### src/hw/sysref_monitor_pkg.sv
// ==========================================================================
// Register map, field positions and reset values.
// ==========================================================================
`default_nettype none
package sysref_monitor_pkg;

   // Register offsets, used directly as addresses on the register port.
   localparam logic [8:0] OFS_DET_CLEAR = 9'h102;
   localparam logic [8:0] OFS_TIMING_STATUS = 9'h140;
   localparam logic [8:0] OFS_PIN_FUNCTION = 9'h146;
   localparam logic [8:0] OFS_IRQ_STATUS = 9'h148;
   localparam logic [8:0] OFS_IRQ_MASK = 9'h149;
   localparam logic [8:0] OFS_TEST_PATTERN = 9'h14A;

   // Field positions.
   localparam int DET_CLEAR_BIT = 6;
   localparam int SEEN_FLAG_BIT = 6;
   localparam int SUMMARY_BIT = 5;
   localparam int WINDOW_FLAGS_MSB = 4;
   localparam int PIN_CFG_MSB = 4;
   localparam int IRQ_SEEN_BIT = 0;
   localparam int IRQ_WINDOW_BIT = 1;
   localparam int IRQ_BITS = 2;
   localparam logic [7:0] TEST_PATTERN_MASK = 8'h17;

   // Reset values.
   localparam logic [4:0] WINDOW_FLAGS_RESET = 5'h00;
   localparam logic [4:0] PIN_CFG_RESET = 5'h00;
   localparam logic [7:0] TEST_PATTERN_RESET = 8'h00;
   localparam logic [1:0] IRQ_MASK_RESET = 2'h0;

   // Pin function codes.
   localparam logic [4:0] PINS_SYSREF_A = 5'h00;
   localparam logic [4:0] PINS_POWER_DOWN_ONE = 5'h03;
   localparam logic [4:0] PINS_EXT_REFERENCE = 5'h04;
   localparam logic [4:0] PINS_FREQ_HOP = 5'h05;
   localparam logic [4:0] PINS_SYSREF_B = 5'h08;
   localparam logic [4:0] PINS_OVR_SYSREF = 5'h09;
   localparam logic [4:0] PINS_POWER_DOWN_ZERO = 5'h0A;
   localparam logic [4:0] PINS_OVR_POWER_DOWN = 5'h0B;
   localparam logic [4:0] PINS_OVR_SPLIT = 5'h12;

   // Tap spacing of the delay line ahead of the capture flops, in ps.
   localparam int TAP_FIRST_PS = -60;
   localparam int TAP_STEP_PS = 40;

endpackage
`default_nettype wire

### src/hw/sysref_monitor_gpio_mux.sv
// Notes on behaviour
// - Detection flag sticks until cleared or reset.
// - Summary flag is OR of window flags.
// - Capture on sampling clock falling edge.
// - Flag window when transition within -60/+140ps.
// - Window flags refreshed on each rising edge.
// - First two windows: lead and centre.
// - Last three windows: lagging 20 to 140ps.
// - Pin functions from five-bit code.
// - Codes for SYSREF, power-down, external reference.
// - Codes for hop selects and overrange outputs.
//
// The address-and-strobe port was left to the implementer.
`timescale 1ns/1ps
`default_nettype none

module sysref_monitor_gpio_mux #(
   parameter int WINDOWS = 5
) (
   input wire logic CLOCK,
   input wire logic RST,
   input wire logic CE,
   input wire logic [8:0] ADDR,
   input wire logic [7:0] WDATA,
   input wire logic WR,
   input wire logic RD,
   output logic [7:0] RDATA,
   output logic IRQ,
   input wire logic [WINDOWS:0] SYSREF_TAPS,
   input wire logic AUX0_IN,
   output logic AUX0_OUT,
   output logic AUX0_OE,
   input wire logic AUX1_IN,
   output logic AUX1_OUT,
   output logic AUX1_OE,
   input wire logic OVR_A,
   input wire logic OVR_B,
   output logic SYSREF_OUT,
   output logic POWER_DOWN,
   output logic EXT_REF_ENABLE,
   output logic [1:0] FREQ_HOP_SELECT
);

   // ======================================================================
   // Elaboration checks
   // ======================================================================
   // The status register holds at most five window flags.
   if (WINDOWS < 1 || WINDOWS > 5) begin : g_bad_windows
      $error("WINDOWS must lie between 1 and 5.");
   end

   // ======================================================================
   // Declarations
   // ======================================================================
   logic [WINDOWS:0] tap_capture;
   logic [WINDOWS:0] tap_meta;
   logic [WINDOWS:0] tap_sync;
   logic last_level;
   logic sysref_rise;
   logic [4:0] window_hit;
   logic [4:0] edge_window_flags;
   logic sysref_seen_flag;
   logic window_flag_summary;
   logic [4:0] pin_cfg;
   logic [7:0] test_pattern;
   logic [1:0] irq_status;
   logic [1:0] irq_mask;
   logic aux0_meta;
   logic aux0_sync;
   logic aux1_meta;
   logic aux1_sync;
   logic det_clear;
   logic irq_clear_wr;
   logic [1:0] irq_event;
   logic [7:0] next_rdata;
   logic sysref_on_pin;

   // ======================================================================
   // Capture and synchronisation
   // ======================================================================
   // Each delay-line tap is caught on the falling sampling edge.
   always_ff @(negedge CLOCK) begin
      if (RST) begin
         tap_capture <= '0;
      end else if (CE) begin
         tap_capture <= SYSREF_TAPS;
      end
   end

   // Two flops carry the captured taps into the rising-edge logic.
   always_ff @(posedge CLOCK) begin
      if (RST) begin
         tap_meta <= '0;
         tap_sync <= '0;
      end else if (CE) begin
         tap_meta <= tap_capture;
         tap_sync <= tap_meta;
      end
   end

   // Pin inputs pass two flops before anything reads them.
   always_ff @(posedge CLOCK) begin
      if (RST) begin
         aux0_meta <= 1'b0;
         aux0_sync <= 1'b0;
         aux1_meta <= 1'b0;
         aux1_sync <= 1'b0;
      end else if (CE) begin
         aux0_meta <= AUX0_IN;
         aux0_sync <= aux0_meta;
         aux1_meta <= AUX1_IN;
         aux1_sync <= aux1_meta;
      end
   end

   // ======================================================================
   // Window monitor
   // ======================================================================
   // The reference only reaches the monitor while pin zero carries it.
   assign sysref_on_pin = (pin_cfg == sysref_monitor_pkg::PINS_SYSREF_A)
      || (pin_cfg == sysref_monitor_pkg::PINS_POWER_DOWN_ONE)
      || (pin_cfg == sysref_monitor_pkg::PINS_EXT_REFERENCE)
      || (pin_cfg == sysref_monitor_pkg::PINS_SYSREF_B)
      || (pin_cfg == sysref_monitor_pkg::PINS_OVR_SYSREF);

   // A rising edge is judged at the latest tap.
   always_ff @(posedge CLOCK) begin
      if (RST) begin
         last_level <= 1'b0;
      end else if (CE) begin
         last_level <= tap_sync[WINDOWS];
      end
   end

   assign sysref_rise = sysref_on_pin && tap_sync[WINDOWS] && !last_level;

   // Adjacent taps that disagree bracket a transition inside their window.
   for (genvar i = 0; i < 5; i++) begin : g_window
      if (i < WINDOWS) begin : g_used
         assign window_hit[i] = tap_sync[i] ^ tap_sync[i+1];
      end else begin : g_unused
         assign window_hit[i] = 1'b0;
      end
   end

   // Flags are replaced, not accumulated, at every rising edge.
   always_ff @(posedge CLOCK) begin
      if (RST) begin
         edge_window_flags <= sysref_monitor_pkg::WINDOW_FLAGS_RESET;
      end else if (CE && sysref_rise) begin
         edge_window_flags <= window_hit;
      end
   end

   assign window_flag_summary = |edge_window_flags;

   // Detection flag: a new edge wins over a clear in the same cycle.
   assign det_clear = WR && (ADDR == sysref_monitor_pkg::OFS_DET_CLEAR)
      && WDATA[sysref_monitor_pkg::DET_CLEAR_BIT];

   always_ff @(posedge CLOCK) begin
      if (RST) begin
         sysref_seen_flag <= 1'b0;
      end else if (CE) begin
         if (sysref_rise) begin
            sysref_seen_flag <= 1'b1;
         end else if (det_clear) begin
            sysref_seen_flag <= 1'b0;
         end
      end
   end

   // ======================================================================
   // Configuration registers
   // ======================================================================
   // Pin code and pattern control; reserved bits are dropped on write.
   always_ff @(posedge CLOCK) begin
      if (RST) begin
         pin_cfg <= sysref_monitor_pkg::PIN_CFG_RESET;
         test_pattern <= sysref_monitor_pkg::TEST_PATTERN_RESET;
         irq_mask <= sysref_monitor_pkg::IRQ_MASK_RESET;
      end else if (CE && WR) begin
         if (ADDR == sysref_monitor_pkg::OFS_PIN_FUNCTION) begin
            pin_cfg <= WDATA[sysref_monitor_pkg::PIN_CFG_MSB:0];
         end
         if (ADDR == sysref_monitor_pkg::OFS_TEST_PATTERN) begin
            test_pattern <= WDATA & sysref_monitor_pkg::TEST_PATTERN_MASK;
         end
         if (ADDR == sysref_monitor_pkg::OFS_IRQ_MASK) begin
            irq_mask <= WDATA[1:0];
         end
      end
   end

   // ======================================================================
   // Interrupts
   // ======================================================================
   // Events are first detection and any raised window flag.
   assign irq_event[sysref_monitor_pkg::IRQ_SEEN_BIT] = sysref_rise && !sysref_seen_flag;
   assign irq_event[sysref_monitor_pkg::IRQ_WINDOW_BIT] = sysref_rise && (|window_hit);
   assign irq_clear_wr = WR && (ADDR == sysref_monitor_pkg::OFS_IRQ_STATUS);

   // Sticky bits, write one to clear; a new event beats the clear.
   always_ff @(posedge CLOCK) begin
      if (RST) begin
         irq_status <= '0;
      end else if (CE) begin
         irq_status <= (irq_status & ~(irq_clear_wr ? WDATA[1:0] : 2'h0)) | irq_event;
      end
   end

   // Level output from a flop.
   always_ff @(posedge CLOCK) begin
      if (RST) begin
         IRQ <= 1'b0;
      end else if (CE) begin
         IRQ <= |(irq_status & irq_mask);
      end
   end

   // ======================================================================
   // Read port
   // ======================================================================
   // Read data for the addressed register; unmapped reads give zero.
   always_comb begin
      next_rdata = 8'h00;
      case (ADDR)
         sysref_monitor_pkg::OFS_TIMING_STATUS: begin
            next_rdata = {1'b0, sysref_seen_flag, window_flag_summary, edge_window_flags};
         end
         sysref_monitor_pkg::OFS_PIN_FUNCTION: begin
            next_rdata = {3'h0, pin_cfg};
         end
         sysref_monitor_pkg::OFS_IRQ_STATUS: begin
            next_rdata = {6'h00, irq_status};
         end
         sysref_monitor_pkg::OFS_IRQ_MASK: begin
            next_rdata = {6'h00, irq_mask};
         end
         sysref_monitor_pkg::OFS_TEST_PATTERN: begin
            next_rdata = test_pattern;
         end
         default: begin
            next_rdata = 8'h00;
         end
      endcase
   end

   // Data stand for exactly the cycle after the read strobe.
   always_ff @(posedge CLOCK) begin
      if (RST) begin
         RDATA <= 8'h00;
      end else if (CE) begin
         RDATA <= RD ? next_rdata : 8'h00;
      end
   end

   // ======================================================================
   // Pin function multiplexer
   // ======================================================================
   // Codes 03, 05, 09, 0A, 0B and 12 drive or listen on the two auxiliary pins.
   always_ff @(posedge CLOCK) begin
      if (RST) begin
         AUX0_OUT <= 1'b0;
         AUX0_OE <= 1'b0;
         AUX1_OUT <= 1'b0;
         AUX1_OE <= 1'b0;
         SYSREF_OUT <= 1'b0;
         POWER_DOWN <= 1'b0;
         EXT_REF_ENABLE <= 1'b0;
         FREQ_HOP_SELECT <= 2'h0;
      end else if (CE) begin
         AUX0_OUT <= 1'b0;
         AUX0_OE <= 1'b0;
         AUX1_OUT <= 1'b0;
         AUX1_OE <= 1'b0;
         SYSREF_OUT <= sysref_on_pin && tap_sync[WINDOWS];
         POWER_DOWN <= 1'b0;
         EXT_REF_ENABLE <= 1'b0;
         FREQ_HOP_SELECT <= 2'h0;
         case (pin_cfg)
            sysref_monitor_pkg::PINS_POWER_DOWN_ONE: begin
               POWER_DOWN <= aux1_sync;
            end
            sysref_monitor_pkg::PINS_EXT_REFERENCE: begin
               EXT_REF_ENABLE <= 1'b1;
            end
            sysref_monitor_pkg::PINS_FREQ_HOP: begin
               FREQ_HOP_SELECT <= {aux1_sync, aux0_sync};
            end
            sysref_monitor_pkg::PINS_OVR_SYSREF: begin
               AUX1_OUT <= OVR_A | OVR_B;
               AUX1_OE <= 1'b1;
            end
            sysref_monitor_pkg::PINS_POWER_DOWN_ZERO: begin
               POWER_DOWN <= aux0_sync;
            end
            sysref_monitor_pkg::PINS_OVR_POWER_DOWN: begin
               POWER_DOWN <= aux0_sync;
               AUX1_OUT <= OVR_A | OVR_B;
               AUX1_OE <= 1'b1;
            end
            sysref_monitor_pkg::PINS_OVR_SPLIT: begin
               AUX0_OUT <= OVR_A;
               AUX0_OE <= 1'b1;
               AUX1_OUT <= OVR_B;
               AUX1_OE <= 1'b1;
            end
            default: begin
               AUX0_OE <= 1'b0;
            end
         endcase
      end
   end
endmodule

`default_nettype wire

### config.mk
export PLATFORM = sky130hd
export DESIGN_NAME = sysref_monitor_gpio_mux
export DESIGN_NICKNAME = d
export VERILOG_FILES = /design/src/hw/sysref_monitor_pkg.sv /design/src/hw/sysref_monitor_gpio_mux.sv
export SDC_FILE = /design/constraint.sdc
export NUM_CORES = 1
export LEC_CHECK = 0
export BUFFER_PORTS_ARGS = -buffer_cell sky130_fd_sc_hd__buf_2
export CAP_MARGIN = 20
export CORE_ASPECT_RATIO = 1.75
export CORE_UTILIZATION = 45
export CTS_BUF_LIST = sky130_fd_sc_hd__clkbuf_8 sky130_fd_sc_hd__clkbuf_16
export DETAILED_ROUTE_END_ITERATION = 7
export GPL_TIMING_DRIVEN = 0
export PLACE_DENSITY = 0.66
export SLEW_MARGIN = 25
export SYNTH_ARGS = -nofsm -noshare
export SYNTH_HDL_FRONTEND = slang
export SYNTH_SLANG_ARGS = --single-unit
### constraint.sdc
create_clock -name CLOCK -period 1.7 [get_ports CLOCK]
set_input_delay 0.34 -clock CLOCK [delete_from_list [all_inputs] [get_ports CLOCK]]
set_output_delay 0.34 -clock CLOCK [all_outputs]
set_load 0.05 [all_outputs]
Yosys cells after proc, flatten, opt, wreduce, memory -nomap -nowiden
Index checks and enable logic that the tools add are counted.

Equality and inequality tests: 14. Bitwise operators: 10. Reductions and logical operators: 27. Multiplexer cells: 12.

Operators with widths (number): == test 9 bit, second input constant (6); one-hot mux 7 bit (5 select lines) (1); == test 5 x 4 -> 1 bit, second input constant (4); == test 5 x 3 -> 1 bit, second input constant (2); OR reduction 5 bit (2); logical AND 1 bit (9); two-way mux 8 bit (1); AND reduction 2 bit (4); two-way mux 1 bit (6); OR reduction 2 bit (3); == test 5 x 2 -> 1 bit, second input constant (1); == test 5 bit, second input constant (1); zero test 5 bit (1); XOR 1 bit (5); AND 2 bit (2); logical OR 1 bit (4); two-way mux 2 bit (2); one-hot mux 1 bit (2 select lines) (2); OR reduction 3 bit (1); zero test 1 bit (2); NOT 2 bit (1); OR 2 bit (1); nonzero test 2 bit (1); OR 1 bit (1).

Bits in registers: 60. Bits of input ports: 32. Logic and storage cells: 87. Output and inout bits: 18.

Logic depth before layout (Yosys ltp)
Depth after elaboration: 9. Gate-level depth with buffers: 6. Mapped depth without buffers: 4.

==> out/metrics.csv <==
metric;value;unit
initial antenna violation count;0;
Worst setup SP type;input pin;
crit path DAT;1.06;ns
initial core utilization;0.464;
Worst EP required;1.12;ns
top sig layer;met4;
Lkg Pwr;1.41;nW
Netlist cell types;59;
critical-path maximum fanout;10;
syn_nets;318;
DRT Pass-1 Iters;4;
slew margin rel.;0.638;
Critical path destination;tap_capture[5];
flop and latch count out of synthesis;59;
nets;379;
Horiz. Die Dim;60.8;um
main area contributors after synthesis;dfxtp_1 (43%), mux2i_1 (11%), nor2_1 (4.8%), nand2b_1 (3.9%), nand2_1 (1.9%);
clk_lat worst skew;0.38;ns
hpwl dp;5.00;mm
vias in the first global route;2202;
Filler Cell Count;556;
final worst-path cycle share;0.964;
CTS tree;yes;
Final Skew;0.0403;ns
Antenna diodes;0;
count leader, synth;dfxtp_1;
r2r startpoint;pin_cfg[1];
Synth top area share;0.433;
Inst Count DP;409;
port buffer count;45;
power density cells;885;nW/um2
Setup crit start;CE;
hold path depth;3;
Final setup viols;0;
Total GRT Usage;0.235;
Hold Buf Count CTS;0;
max-cap violations;0;
RSZ-0062 raised after global routing;no;
DRT iter0 DRCs;95;
placer congestion estimate;0.937;
DRT antenna net count;0;
post-route insts no fill;430;
max-slew violations;0;
Reg2Reg Depth;5;
Critical Setup Path Class;in2reg;
status;completed;
Worst-Margin Slew;0.536;ns
IO Pins;50;
CTS clk-pin slew, worst paths;0.07;ns
site row count;37;
drt total wl;6.57;mm
Vert. Die Dim;105;um
VDD IR max;0.000622;V
CP Capture Type;register;
Avg WL per Cell;15.3;um
first-pass GRT wire length;10.8;mm
FFs w/ async S/R, synth;0;
cells after synthesis;286;
Yosys warning count;0;
htree depth;3;
Worst Hold Class;in2reg;
cell taking the most area after synthesis;dfxtp_1;
Critical Path Slowest Stage Cell;mux2i_1;
DIE AREA;6390;um2
number of synthesized flops with an enable pin;0;
Synth Area per Inst;9.53;um2
Core Area;5880;um2
clk sink count;59;
met3 WL;208;um
layout cells sized above 1;0.241;
Final TNS setup;0;ns
WL met2;3.49;mm
Synth Cell Area;2730;um2
FMAX;614;MHz
WL met1;2.61;mm
Post-synth top cells;dfxtp_1 (59), nor2_1 (35), mux2i_1 (31);
synthesis-to-layout area growth;21.7;%
largest net degree at the start of global routing;11;
register area share after synthesis;0.433;
min Tclk post-route;1.64;ns
FF-to-FF End;irq_status[1];
GRT overflow;0;
# DRC;0;
CTS Buf Count;9;
Hold Vio Cnt, Final;0;
vias per cell;5.33;
prevailing post-synth register cell;dfxtp_1;
Slowest Stage Delay on Critical Path;0.19;ns
CTS root buffer;clkbuf_8;
FF-to-FF setup slack;0.07;ns
Max clock buf depth;2;
routed vias;2294;
critical path, cell by cell;buf_2 > buf_12 > buf_8 > mux2i_1 > nor2_1;
-- layout by cell type, fill, tap and decap left out, drive strengths merged, types with 3 or more instances in the layout --
cell type | netlist | layout
a22oi | 6 | 6
nor3 | 7 | 7
buf | 11 | 56
xor2 | 4 | 4
nand2b | 17 | 17
nor2 | 36 | 36
nor4b | 4 | 4
nand2 | 14 | 14
a21boi | 3 | 3
clkbuf | 7 | 18
a221oi | 3 | 3
dfxtp | 59 | 59
a21oi | 8 | 8
inv | 9 | 16
clkinv | 0 | 3
a211oi | 4 | 4
nand3 | 9 | 9
o21ai | 7 | 7
mux2i | 31 | 31
-- registers in the layout, indices dropped and copies added (netlist names), 2 cells and up --
register	cells
FREQ_HOP_SELECT	2
RDATA	7
edge_window_flags	5
irq_mask	2
irq_status	2
pin_cfg	5
tap_capture	6
tap_meta	6
tap_sync	6
test_pattern	4
-- cells by family after synthesis --
kind of cell	synth area share
simple gates	0.233
other cells	0.00138
buf+inv	0.0418
compound gates	0.156
mux	0.122
flops	0.433
xor+xnor	0.0128
-- through the flow --
stage          area, um2   util  hold slack (ns)  setup slack [ns]  power [W]
6_report            3320  0.564            0.234            0.0611    0.00294
3_5_place_dp        3100  0.528            0.462            -0.335    0.00171
2_1_floorplan       2780      -            0.444           -0.0527    0.00163
5_1_grt             3320  0.564            0.236           0.00850    0.00308
4_1_cts             3320  0.564            0.231            0.0491    0.00297
3_3_place_gp        3100  0.528            0.446            -0.323    0.00171
-- per-layer routing --
layer,up-vias,GRT usage
li1,1146,-
met1,1078,0.261
met2,48,0.394
met3,22,0.0433
met4,0,0.141
met5,-,0
-- power by group --
part           leakage, nW  total, W  internal (W)  switching, W
clock network        0.138   0.00128      0.000708      0.000571
logic                0.793  0.000234     0.0000982      0.000136
registers            0.478   0.00142       0.00141     0.0000147
-- repair_timing --
action / in CTS / in global routing
buffers inserted: 0 / 0
gates resized for setup: 0 / 1
setup endpoints to repair: 0 / 2
-- how the worst min path moves through the flow --
stage	startpoint	end
finish	AUX0_IN	aux0_meta
global route	AUX1_IN	aux1_meta
CTS	AUX1_IN	aux1_meta
detailed placement	EXT_REF_ENABLE	EXT_REF_ENABLE
global placement	RDATA[3]	RDATA[3]
floorplan	test_pattern[2]	test_pattern[2]
-- critical path, delay by kind of cell --
kind / cells / cell delay (ns)
and+or+nand+nor: 1 / 0.05
buffers and inverters: 3 / 0.46
muxes: 1 / 0.19
-- layout make-up --
| class | instances | area, um2 | area share |
|---|---|---|---|
| clock buffer | 11 | 174 | 0.0524 |
| clock inverter | 11 | 45.0 | 0.0136 |
| multi-input combinational | 200 | 1430 | 0.431 |
| tap | 78 | 97.6 | 0.0294 |
| sequential | 59 | 1180 | 0.356 |
| inverter | 8 | 30.0 | 0.00905 |
| timing repair buffer | 45 | 225 | 0.0679 |
| buffer | 18 | 133 | 0.0400 |
No activity file was read; power rests on OpenSTA's default activity.
